`config.mk`:
```
export PLATFORM = sky130hd
export DESIGN_NAME = qni_ctrl
export DESIGN_NICKNAME = d
export VERILOG_FILES = /design/src/design/qni_pkg.sv /design/src/design/qni_ctrl.sv
export SDC_FILE = /design/constraint.sdc
export NUM_CORES = 1
export LEC_CHECK = 0
export BUFFER_PORTS_ARGS = -buffer_cell sky130_fd_sc_hd__buf_4
export CAP_MARGIN = 30
export CORE_MARGIN = 3
export CORE_UTILIZATION = 53
export CTS_BUF_LIST = sky130_fd_sc_hd__clkbuf_2
export DETAILED_ROUTE_END_ITERATION = 7
export GPL_TIMING_DRIVEN = 0
export PLACE_DENSITY = 0.79
export SLEW_MARGIN = 20
export SYNTH_ARGS = -nofsm -noshare
export SYNTH_HDL_FRONTEND = slang
export SYNTH_SLANG_ARGS = --single-unit
export TNS_END_PERCENT = 50
```
`constraint.sdc`:
```
create_clock -name aclk -period 8.03 [get_ports aclk]
set_input_delay 0.803 -clock aclk [delete_from_list [all_inputs] [get_ports aclk]]
set_output_delay 0.803 -clock aclk [all_outputs]
set_load 0.005 [all_outputs]
```
`src/design/qni_pkg.sv`:
```
// constants for the queue notification and interrupt controller
// assumes a device register port with byte offsets in its legacy layout
package qni_pkg;
  // device register offsets
  localparam logic [7:0] DEV_QUEUE_ADDR = 8'h08;
  localparam logic [7:0] DEV_QUEUE_SIZE = 8'h0c;
  localparam logic [7:0] DEV_QUEUE_SEL = 8'h0e;
  localparam logic [7:0] DEV_QUEUE_NOTIFY = 8'h10;
  localparam logic [7:0] DEV_CAUSE = 8'h13;
  localparam logic [7:0] DEV_CFG_VEC = 8'h14;
  localparam logic [7:0] DEV_QUEUE_VEC = 8'h16;
  // vector encodings and queue address shift
  localparam logic [15:0] NO_VECTOR = 16'hffff;
  localparam logic [10:0] TABLE_SIZE_MAX = 11'h7ff;
  localparam int QADDR_SHIFT = 12;
  // cause bits
  localparam int CAUSE_USED = 0;
  localparam int CAUSE_CFG = 1;
  // software register offsets
  localparam logic [7:0] REG_CTRL = 8'h00;
  localparam logic [7:0] REG_CMD = 8'h04;
  localparam logic [7:0] REG_STATUS = 8'h08;
  localparam logic [7:0] REG_TABLE = 8'h0c;
  localparam logic [7:0] REG_VEC = 8'h10;
  localparam logic [7:0] REG_QUEUE = 8'h14;
  localparam logic [7:0] REG_QADDR = 8'h18;
  localparam logic [7:0] REG_DOORBELL = 8'h1c;
  localparam logic [7:0] REG_EVENTS = 8'h20;
  localparam logic [7:0] REG_CFGVEC = 8'h24;
  // field positions
  localparam int CTRL_MSG_EN = 0;
  localparam int CTRL_NOTIF_DATA = 1;
  localparam int CMD_MAP_CFG = 0;
  localparam int CMD_QUEUE_CFG = 1;
  localparam int CMD_NOTIFY = 2;
  localparam int ST_BUSY = 0;
  localparam int ST_MAP_FAIL = 1;
  localparam int ST_RANGE_ERR = 2;
  localparam int ST_QUEUE_MISSING = 3;
  localparam int EV_QUEUE_LSB = 16;
  // reset value and bus response codes
  localparam logic [31:0] RST_ZERO = 32'h0000_0000;
  localparam logic [1:0] RESP_OKAY = 2'h0;
  localparam logic [1:0] RESP_SLVERR = 2'h2;
  // engine states
  typedef enum logic [3:0] {
    S_IDLE, S_CFG_WR, S_CFG_RD, S_Q_SEL, S_Q_SIZE_RD, S_Q_SIZE_WR,
    S_Q_ADDR, S_Q_VEC_WR, S_Q_VEC_RD, S_NOTIFY, S_CAUSE_RD
  } qni_state_t;
endpackage : qni_pkg

```
`src/design/qni_ctrl.sv`:
```
// host-side controller: maps vectors, configures queues, rings doorbells, services interrupts
// assumes a device register port on aclk and an asynchronous legacy interrupt line
`timescale 1ns/10ps
`default_nettype none

// Summary of operation
// - accept any table size up to 0x7ff
// - table size zero may use legacy line
// - refuse vectors beyond advertised table size
// - read mapping back, compare with written value
// - report failed mapping to software for decision
// - select queue, read size, zero means missing
// - optionally write smaller queue size back
// - software zeroes rings before enabling queue
// - queue address written divided by 4096
// - plain doorbell carries 16-bit queue index
// - extended doorbell packs queue, offset, wrap
// - one interrupt may carry both events
// - legacy: bit0 scans queues, bit1 config
// - message: scan mapped queues, match config vector
module qni_ctrl #(
  parameter int NQ = 8
) (
  // clock, reset, enable
  input wire logic aclk,
  input wire logic aresetn,
  input wire logic ce,
  // axi4-lite slave
  input wire logic s_axi_awvalid,
  output logic s_axi_awready,
  input wire logic [7:0] s_axi_awaddr,
  input wire logic s_axi_wvalid,
  output logic s_axi_wready,
  input wire logic [31:0] s_axi_wdata,
  input wire logic [3:0] s_axi_wstrb,
  output logic s_axi_bvalid,
  input wire logic s_axi_bready,
  output logic [1:0] s_axi_bresp,
  input wire logic s_axi_arvalid,
  output logic s_axi_arready,
  input wire logic [7:0] s_axi_araddr,
  output logic s_axi_rvalid,
  input wire logic s_axi_rready,
  output logic [31:0] s_axi_rdata,
  output logic [1:0] s_axi_rresp,
  // device register port
  output logic dev_req,
  output logic dev_we,
  output logic [7:0] dev_addr,
  output logic [31:0] dev_wdata,
  input wire logic dev_ack,
  input wire logic [31:0] dev_rdata,
  // device interrupts
  input wire logic dev_line_irq,
  input wire logic dev_msg_valid,
  input wire logic [15:0] dev_msg_vector
);

  function automatic logic [31:0] merge(input logic [31:0] old, input logic [31:0] nw,
                                        input logic [3:0] strb);
    logic [31:0] res;
    res = old;
    for (int i = 0; i < 4; i++) begin
      if (strb[i]) begin
        res[i*8 +: 8] = nw[i*8 +: 8];
      end
    end
    return res;
  endfunction : merge

  // vector is allowed when unmapped or within the table
  function automatic logic vec_ok(input logic [15:0] v, input logic [10:0] ts);
    return (v == qni_pkg::NO_VECTOR) || (v <= {5'h00, ts});
  endfunction : vec_ok

  // state
  qni_pkg::qni_state_t st_r, st_nxt;
  logic aw_hold_r, aw_hold_nxt, w_hold_r, w_hold_nxt;
  logic [7:0] aw_addr_r, aw_addr_nxt;
  logic [31:0] w_data_r, w_data_nxt;
  logic [3:0] w_strb_r, w_strb_nxt;
  logic bvalid_r, bvalid_nxt, rvalid_r, rvalid_nxt;
  logic [1:0] bresp_r, bresp_nxt, rresp_r, rresp_nxt;
  logic [31:0] rdata_r, rdata_nxt;
  logic [1:0] ctrl_r, ctrl_nxt;
  logic [2:0] cmd_r, cmd_nxt;
  logic [3:1] stat_r, stat_nxt;
  logic [15:0] qsize_r, qsize_nxt;
  logic [10:0] table_r, table_nxt;
  logic [15:0] vec_r, vec_nxt, cfgvec_r, cfgvec_nxt;
  logic [31:0] queue_r, queue_nxt, qaddr_r, qaddr_nxt;
  logic [15:0] bell_r, bell_nxt;
  logic [1:0] ev_r, ev_nxt;
  logic [NQ-1:0] evq_r, evq_nxt;
  logic [15:0] qvec_r [NQ], qvec_nxt [NQ];
  logic req_r, req_nxt, we_r, we_nxt;
  logic [7:0] addr_r, addr_nxt;
  logic [31:0] wd_r, wd_nxt;
  logic sync1_r, sync2_r;

  logic aw_got, w_got, do_wr, do_rd;
  logic [7:0] wa;
  logic [31:0] wd, rd_mux;
  logic [1:0] ev_set;
  logic [NQ-1:0] evq_set;

  always_comb begin
    st_nxt = st_r;
    aw_hold_nxt = aw_hold_r;
    w_hold_nxt = w_hold_r;
    aw_addr_nxt = aw_addr_r;
    w_data_nxt = w_data_r;
    w_strb_nxt = w_strb_r;
    bvalid_nxt = bvalid_r;
    bresp_nxt = bresp_r;
    rvalid_nxt = rvalid_r;
    rresp_nxt = rresp_r;
    rdata_nxt = rdata_r;
    ctrl_nxt = ctrl_r;
    cmd_nxt = cmd_r;
    stat_nxt = stat_r;
    qsize_nxt = qsize_r;
    table_nxt = table_r;
    vec_nxt = vec_r;
    cfgvec_nxt = cfgvec_r;
    queue_nxt = queue_r;
    qaddr_nxt = qaddr_r;
    bell_nxt = bell_r;
    qvec_nxt = qvec_r;
    req_nxt = req_r;
    we_nxt = we_r;
    addr_nxt = addr_r;
    wd_nxt = wd_r;
    ev_set = 2'h0;
    evq_set = '0;
    // write channel: address and data in either order
    aw_got = aw_hold_r || (s_axi_awvalid && !aw_hold_r && !bvalid_r);
    w_got = w_hold_r || (s_axi_wvalid && !w_hold_r && !bvalid_r);
    wa = aw_hold_r ? aw_addr_r : s_axi_awaddr;
    wd = w_hold_r ? w_data_r : s_axi_wdata;
    do_wr = aw_got && w_got && !bvalid_r;
    if (!aw_hold_r && s_axi_awvalid && !bvalid_r) begin
      aw_addr_nxt = s_axi_awaddr;
      aw_hold_nxt = 1'b1;
    end
    if (!w_hold_r && s_axi_wvalid && !bvalid_r) begin
      w_data_nxt = s_axi_wdata;
      w_strb_nxt = s_axi_wstrb;
      w_hold_nxt = 1'b1;
    end
    if (bvalid_r && s_axi_bready) begin
      bvalid_nxt = 1'b0;
    end
    ev_nxt = ev_r;
    evq_nxt = evq_r;
    if (do_wr) begin
      aw_hold_nxt = 1'b0;
      w_hold_nxt = 1'b0;
      bvalid_nxt = 1'b1;
      bresp_nxt = qni_pkg::RESP_OKAY;
      case (wa)
        qni_pkg::REG_CTRL: ctrl_nxt = 2'(merge({30'h0, ctrl_r}, wd, w_hold_r ? w_strb_r : s_axi_wstrb));
        qni_pkg::REG_CMD: cmd_nxt = cmd_r | wd[2:0];
        qni_pkg::REG_TABLE: table_nxt = 11'(merge({21'h0, table_r}, wd, w_hold_r ? w_strb_r : s_axi_wstrb));
        qni_pkg::REG_VEC: vec_nxt = 16'(merge({16'h0, vec_r}, wd, w_hold_r ? w_strb_r : s_axi_wstrb));
        qni_pkg::REG_QUEUE: queue_nxt = merge(queue_r, wd, w_hold_r ? w_strb_r : s_axi_wstrb);
        qni_pkg::REG_QADDR: qaddr_nxt = merge(qaddr_r, wd, w_hold_r ? w_strb_r : s_axi_wstrb);
        qni_pkg::REG_DOORBELL: bell_nxt = 16'(merge({16'h0, bell_r}, wd, w_hold_r ? w_strb_r : s_axi_wstrb));
        qni_pkg::REG_EVENTS: begin
          ev_nxt = ev_r & ~wd[1:0];
          evq_nxt = evq_r & ~wd[qni_pkg::EV_QUEUE_LSB +: NQ];
        end
        qni_pkg::REG_STATUS, qni_pkg::REG_CFGVEC: bresp_nxt = qni_pkg::RESP_OKAY;
        default: bresp_nxt = qni_pkg::RESP_SLVERR;
      endcase
    end
    // read channel
    rd_mux = qni_pkg::RST_ZERO;
    do_rd = s_axi_arvalid && !rvalid_r;
    case (s_axi_araddr)
      qni_pkg::REG_CTRL: rd_mux = {30'h0, ctrl_r};
      qni_pkg::REG_STATUS: rd_mux = {qsize_r, 12'h000, stat_r, st_r != qni_pkg::S_IDLE};
      qni_pkg::REG_TABLE: rd_mux = {21'h0, table_r};
      qni_pkg::REG_VEC: rd_mux = {16'h0, vec_r};
      qni_pkg::REG_QUEUE: rd_mux = queue_r;
      qni_pkg::REG_QADDR: rd_mux = qaddr_r;
      qni_pkg::REG_DOORBELL: rd_mux = {16'h0, bell_r};
      qni_pkg::REG_EVENTS: rd_mux = 32'({evq_r, 14'h0, ev_r});
      qni_pkg::REG_CFGVEC: rd_mux = {16'h0, cfgvec_r};
      default: rd_mux = qni_pkg::RST_ZERO;
    endcase
    if (rvalid_r && s_axi_rready) begin
      rvalid_nxt = 1'b0;
    end
    if (do_rd) begin
      rvalid_nxt = 1'b1;
      rdata_nxt = rd_mux;
      rresp_nxt = (s_axi_araddr <= qni_pkg::REG_CFGVEC && s_axi_araddr[1:0] == 2'h0)
                  ? qni_pkg::RESP_OKAY : qni_pkg::RESP_SLVERR;
    end
    // message events, matched against the mapped vectors
    if (dev_msg_valid && ctrl_r[qni_pkg::CTRL_MSG_EN] && dev_msg_vector != qni_pkg::NO_VECTOR) begin
      for (int q = 0; q < NQ; q++) begin
        if (qvec_r[q] == dev_msg_vector) begin
          evq_set[q] = 1'b1;
        end
      end
      ev_set[qni_pkg::CAUSE_USED] = |evq_set;
      ev_set[qni_pkg::CAUSE_CFG] = (dev_msg_vector == cfgvec_r);
    end
    // device access engine
    if (st_r == qni_pkg::S_IDLE) begin
      req_nxt = 1'b0;
      if (sync2_r && !ctrl_r[qni_pkg::CTRL_MSG_EN]) begin
        st_nxt = qni_pkg::S_CAUSE_RD;
        req_nxt = 1'b1;
        we_nxt = 1'b0;
        addr_nxt = qni_pkg::DEV_CAUSE;
      end else if (cmd_r[qni_pkg::CMD_MAP_CFG]) begin
        cmd_nxt[qni_pkg::CMD_MAP_CFG] = 1'b0;
        stat_nxt = 3'h0;
        if (vec_ok(vec_r, table_r)) begin
          st_nxt = qni_pkg::S_CFG_WR;
          req_nxt = 1'b1;
          we_nxt = 1'b1;
          addr_nxt = qni_pkg::DEV_CFG_VEC;
          wd_nxt = {16'h0, vec_r};
        end else begin
          stat_nxt[qni_pkg::ST_RANGE_ERR] = 1'b1;
        end
      end else if (cmd_r[qni_pkg::CMD_QUEUE_CFG]) begin
        cmd_nxt[qni_pkg::CMD_QUEUE_CFG] = 1'b0;
        stat_nxt = 3'h0;
        if (!ctrl_r[qni_pkg::CTRL_MSG_EN] || vec_ok(vec_r, table_r)) begin
          st_nxt = qni_pkg::S_Q_SEL;
          req_nxt = 1'b1;
          we_nxt = 1'b1;
          addr_nxt = qni_pkg::DEV_QUEUE_SEL;
          wd_nxt = {16'h0, queue_r[15:0]};
        end else begin
          stat_nxt[qni_pkg::ST_RANGE_ERR] = 1'b1;
        end
      end else if (cmd_r[qni_pkg::CMD_NOTIFY]) begin
        cmd_nxt[qni_pkg::CMD_NOTIFY] = 1'b0;
        st_nxt = qni_pkg::S_NOTIFY;
        req_nxt = 1'b1;
        we_nxt = 1'b1;
        addr_nxt = qni_pkg::DEV_QUEUE_NOTIFY;
        wd_nxt = ctrl_r[qni_pkg::CTRL_NOTIF_DATA] ? {bell_r, queue_r[15:0]}
                                                  : {16'h0, queue_r[15:0]};
      end
    end else if (dev_ack) begin
      st_nxt = qni_pkg::S_IDLE;
      req_nxt = 1'b0;
      case (st_r)
        qni_pkg::S_CFG_WR: begin
          st_nxt = qni_pkg::S_CFG_RD;
          req_nxt = 1'b1;
          we_nxt = 1'b0;
        end
        qni_pkg::S_CFG_RD: begin
          cfgvec_nxt = dev_rdata[15:0];
          stat_nxt[qni_pkg::ST_MAP_FAIL] = (dev_rdata[15:0] != vec_r);
        end
        qni_pkg::S_Q_SEL: begin
          st_nxt = qni_pkg::S_Q_SIZE_RD;
          req_nxt = 1'b1;
          we_nxt = 1'b0;
          addr_nxt = qni_pkg::DEV_QUEUE_SIZE;
        end
        qni_pkg::S_Q_SIZE_RD: begin
          qsize_nxt = dev_rdata[15:0];
          if (dev_rdata[15:0] == 16'h0000) begin
            stat_nxt[qni_pkg::ST_QUEUE_MISSING] = 1'b1;
          end else if (queue_r[31:16] != 16'h0000 && queue_r[31:16] < dev_rdata[15:0]) begin
            st_nxt = qni_pkg::S_Q_SIZE_WR;
            req_nxt = 1'b1;
            we_nxt = 1'b1;
            wd_nxt = {16'h0, queue_r[31:16]};
            qsize_nxt = queue_r[31:16];
          end else begin
            st_nxt = qni_pkg::S_Q_ADDR;
            req_nxt = 1'b1;
            we_nxt = 1'b1;
            addr_nxt = qni_pkg::DEV_QUEUE_ADDR;
            wd_nxt = qaddr_r >> qni_pkg::QADDR_SHIFT;
          end
        end
        qni_pkg::S_Q_SIZE_WR: begin
          st_nxt = qni_pkg::S_Q_ADDR;
          req_nxt = 1'b1;
          addr_nxt = qni_pkg::DEV_QUEUE_ADDR;
          wd_nxt = qaddr_r >> qni_pkg::QADDR_SHIFT;
        end
        qni_pkg::S_Q_ADDR: begin
          if (ctrl_r[qni_pkg::CTRL_MSG_EN]) begin
            st_nxt = qni_pkg::S_Q_VEC_WR;
            req_nxt = 1'b1;
            addr_nxt = qni_pkg::DEV_QUEUE_VEC;
            wd_nxt = {16'h0, vec_r};
          end
        end
        qni_pkg::S_Q_VEC_WR: begin
          st_nxt = qni_pkg::S_Q_VEC_RD;
          req_nxt = 1'b1;
          we_nxt = 1'b0;
        end
        qni_pkg::S_Q_VEC_RD: begin
          stat_nxt[qni_pkg::ST_MAP_FAIL] = (dev_rdata[15:0] != vec_r);
          for (int q = 0; q < NQ; q++) begin
            if (queue_r[15:0] == 16'(q)) begin
              qvec_nxt[q] = dev_rdata[15:0];
            end
          end
        end
        qni_pkg::S_CAUSE_RD: begin
          ev_set = ev_set | dev_rdata[1:0];
        end
        default: st_nxt = qni_pkg::S_IDLE;
      endcase
    end
    // a command written while the engine takes the same bit is kept
    if (do_wr && wa == qni_pkg::REG_CMD) begin
      cmd_nxt = cmd_nxt | wd[2:0];
    end
    // sets win over software clears
    ev_nxt = ev_nxt | ev_set;
    evq_nxt = evq_nxt | evq_set;
  end

  always_ff @(posedge aclk) begin
    if (!aresetn) begin
      st_r <= qni_pkg::S_IDLE;
      aw_hold_r <= 1'b0;
      w_hold_r <= 1'b0;
      aw_addr_r <= 8'h00;
      w_data_r <= qni_pkg::RST_ZERO;
      w_strb_r <= 4'h0;
      bvalid_r <= 1'b0;
      bresp_r <= qni_pkg::RESP_OKAY;
      rvalid_r <= 1'b0;
      rresp_r <= qni_pkg::RESP_OKAY;
      rdata_r <= qni_pkg::RST_ZERO;
      ctrl_r <= 2'h0;
      cmd_r <= 3'h0;
      stat_r <= 3'h0;
      qsize_r <= 16'h0000;
      table_r <= qni_pkg::TABLE_SIZE_MAX;
      vec_r <= qni_pkg::NO_VECTOR;
      cfgvec_r <= qni_pkg::NO_VECTOR;
      queue_r <= qni_pkg::RST_ZERO;
      qaddr_r <= qni_pkg::RST_ZERO;
      bell_r <= 16'h0000;
      ev_r <= 2'h0;
      evq_r <= '0;
      for (int q = 0; q < NQ; q++) begin
        qvec_r[q] <= qni_pkg::NO_VECTOR;
      end
      req_r <= 1'b0;
      we_r <= 1'b0;
      addr_r <= 8'h00;
      wd_r <= qni_pkg::RST_ZERO;
      sync1_r <= 1'b0;
      sync2_r <= 1'b0;
    end else if (ce) begin
      st_r <= st_nxt;
      aw_hold_r <= aw_hold_nxt;
      w_hold_r <= w_hold_nxt;
      aw_addr_r <= aw_addr_nxt;
      w_data_r <= w_data_nxt;
      w_strb_r <= w_strb_nxt;
      bvalid_r <= bvalid_nxt;
      bresp_r <= bresp_nxt;
      rvalid_r <= rvalid_nxt;
      rresp_r <= rresp_nxt;
      rdata_r <= rdata_nxt;
      ctrl_r <= ctrl_nxt;
      cmd_r <= cmd_nxt;
      stat_r <= stat_nxt;
      qsize_r <= qsize_nxt;
      table_r <= table_nxt;
      vec_r <= vec_nxt;
      cfgvec_r <= cfgvec_nxt;
      queue_r <= queue_nxt;
      qaddr_r <= qaddr_nxt;
      bell_r <= bell_nxt;
      ev_r <= ev_nxt;
      evq_r <= evq_nxt;
      qvec_r <= qvec_nxt;
      req_r <= req_nxt;
      we_r <= we_nxt;
      addr_r <= addr_nxt;
      wd_r <= wd_nxt;
      sync1_r <= dev_line_irq;
      sync2_r <= sync1_r;
    end
  end

  // outputs
  assign s_axi_awready = !aw_hold_r && !bvalid_r;
  assign s_axi_wready = !w_hold_r && !bvalid_r;
  assign s_axi_bvalid = bvalid_r;
  assign s_axi_bresp = bresp_r;
  assign s_axi_arready = !rvalid_r;
  assign s_axi_rvalid = rvalid_r;
  assign s_axi_rdata = rdata_r;
  assign s_axi_rresp = rresp_r;
  assign dev_req = req_r;
  assign dev_we = we_r;
  assign dev_addr = addr_r;
  assign dev_wdata = wd_r;

endmodule : qni_ctrl

`default_nettype wire

```
==> metrics.txt <==
Layout Utilization=63.4%; Syn Inst Count=roughly 2.2k; vias=20.1k; CTS tree=yes; post-CTS sizing=0; hold path start=dev_rdata[3]; Synth cell types=67; Slew Viols, Final=0; largest net degree at the start of global routing=16; number of synthesized register bits=412; worst-skew pair later-pin latency=1140 ps; syn_area_per_cell=8.64 µm²; HP Class=in -> reg; Least-Margin Pin Slew=1110 ps; R2R Path Start=queue_r[27]; relative slew slack=between 20% and 30%; 1st-iter DRT viols=2768; reg2reg setup slack=4380 ps; max frequency=221 MHz; GRT overflow=0; Synth Warn #=0; hold path cells=3; GRT Total Usage=38.7%; CTS buffer count=104; Area Growth Syn to Fin=17.1%; first-pass GRT wire length=115000 µm; crit path launch=w_hold_r; min Tclk post-route=4520 ps; maximum vdd drop=131 µV; WHS Endpoint=qsize_r[3]; nets=2706; setup ws final=3510 ps; Setup-failing EPs final=0; worst endpoint data arrival time=3720 ps; H-Tree Depth=3; Synth area leader=dfxtp_1; detailed placer's ending HPWL=around 56000 µm; top post-synthesis cells by area=dfxtp_1 43%, nand2_1 6.7%, o211ai_1 5.9%; die width=197 µm; pwr dens=191 nW/µm²; setup tns final=0 ps; Port Buf Inserts=155; Root Buffer=clkbuf_2; Total Wirelength=about 77000 µm; layout cells sized above 1=15.8%; worst slack, placed=between 3000 and 4000 ps; Fin. Hold Viols=0; Post-synth EDFFs=0; die area=38900 µm²; sequential area share after synthesis=42.5%; ys flop type=dfxtp_1; critical path fanouts, max=10; wire per inst=25.0 µm; status=finished with violations; Clock transition at path regs=110 ps; Mapped Area=19400 µm²; most common library cells after synthesis=412 x dfxtp_1, 348 x nand2_1, 167 x nor2_1; fill count=2951; post-DR vias/cell=6.49; core area=35800 µm²; clk sinks=~410; Critical Path Start Type=flop; CP required=7230 ps; std cell rows=69; # IOs=194; max cap viols=0; post-CTS setup buffer count=0; kind of critical path=reg -> out; clk_skew=roughly 120 ps; Bufs on Longest Clock Path=3; starting density of the core=roughly 54%; r2r endpoint=dev_wdata[14]; Final Cycle Share=56.3%; DRC Markers=8; initial antenna violation count=3; number of global-route vias before repair=19.2k; R2R cell count=10; Worst Setup End Kind=output port; Die Ht=197 µm; leak pwr=8.91 nW; ys async rst share=0%; Final Wtd Congestion=between 1 and 1.5; RSZ-0062 raised after global routing=false; post-route ant nets=0; failing checks=design-rule violations; area share of the leading cell type in the synthesized netlist=42.5%; drt pass-1 iters=8; count leader, synth=dfxtp_1
==> worst max-delay path, stage by stage, from the launching register on <==
cell and delay (ps):
dfxtp_1 320, clkbuf_1 220, buf_1 510, clkbuf_1 670, buf_1 620, nor2_1 140, buf_4 180
==> stage by stage <==
stage	std cells	hold WS, ps	cell area, µm²	power, mW
global route	3099	50.1	22700	4.47
CTS	3094	11.5	22700	4.29
global placement	2865	439	21200	2.80
finish	3099	44.2	22700	4.33
detailed placement	2873	446	21300	2.82
floorplan	2249	433	19400	2.55
==> cells by family after synthesis <==
kind of cell / Yosys count / share of synthesized area, %
simple gates: 725 / 16.9
fa+ha+maj: 26 / 1.68
buf+inv: 231 / 4.64
xor+xnor: 161 / 7.27
compound gates: 606 / 22.6
other cells: 1 / 0.0193
flops: 412 / 42.5
mux: 83 / 4.35
==> report_power, final <==
group | switching (mW) | total (mW) | internal (mW)
registers | 0.0461 | 2.14 | 2.09
clock network | 0.895 | 1.50 | 0.606
logic | 0.456 | 0.690 | 0.234
==> repair_timing <==
| action | CTS | global route |
|---|---|---|
| hold endpoints to repair | 47 | 0 |
| endpoints found under the setup margin | 0 | 0 |
| hold buffers | 47 | 0 |
==> metal layers <==
metal	up-vias	part of all wire (%)	track usage, %	wire length, µm
li1	8853	-	-	-
met1	9379	36	47.1	28100
met4	4	7.9	25.9	6130
met3	407	13	11.3	9840
met5	-	0.018	0	14
met2	1465	43	59.4	33400
==> cell type report <==
type / instances / area, µm² / area share [%]
diodes: 1 / 2.50 / 0.0110
plain buffers: 175 / 691 / 3.04
clock buffers: 155 / 776 / 3.41
clock inverters: 19 / 161 / 0.711
inverters: 56 / 210 / 0.925
multi-input cells: 1606 / 10300 / 45.3
flip-flops and latches: 412 / 8250 / 36.3
well taps: 461 / 577 / 2.54
repair buffers: 214 / 1760 / 7.74
==> worst max path at each step <==
stage	to	slack [ps]	cells after the start
2_1_floorplan	dev_wdata[10]	4730	11
3_3_place_gp	dev_wdata[3]	3920	11
3_5_place_dp	dev_wdata[14]	3890	12
4_1_cts	s_axi_wready	3490	6
5_1_grt	s_axi_wready	3350	6
6_report	s_axi_wready	3510	6
==> sequential cells by signal (all words and copies together) (netlist names), 3 cells and up <==
signal / flops
qvec_r: 128
dev_wdata: 32
qaddr_r: 32
queue_r: 32
s_axi_rdata: 32
w_data_r: 32
bell_r: 16
cfgvec_r: 16
qsize_r: 16
vec_r: 16
table_r: 11
aw_addr_r: 8
evq_r: 8
dev_addr: 5
st_r: 4
w_strb_r: 4
cmd_r: 3
stat_r: 3
==> cells in the final DEF (no fill, tap or decap), drive strengths merged, types with 7 or more instances in the layout <==
cell	instances
ha	26
nand4	41
o21ai	64
dfxtp	412
nor4	44
xor2	73
clkbuf	308
nand2	348
or2	18
dlygate4sd3	47
a2111oi	34
a311oi	8
or3	7
nand3b	8
buf	188
o211ai	153
mux2i	73
clkinv	14
nor2b	24
inv	58
nor3	21
a21oi	105
a211oi	115
a222oi	16
a31oi	14
a221oi	28
nor2	169
a32o	20
nand2b	8
mux2	10
nand3	13
xnor2	88
a22oi	18
Note: power is estimated with default switching activity, not from simulation.
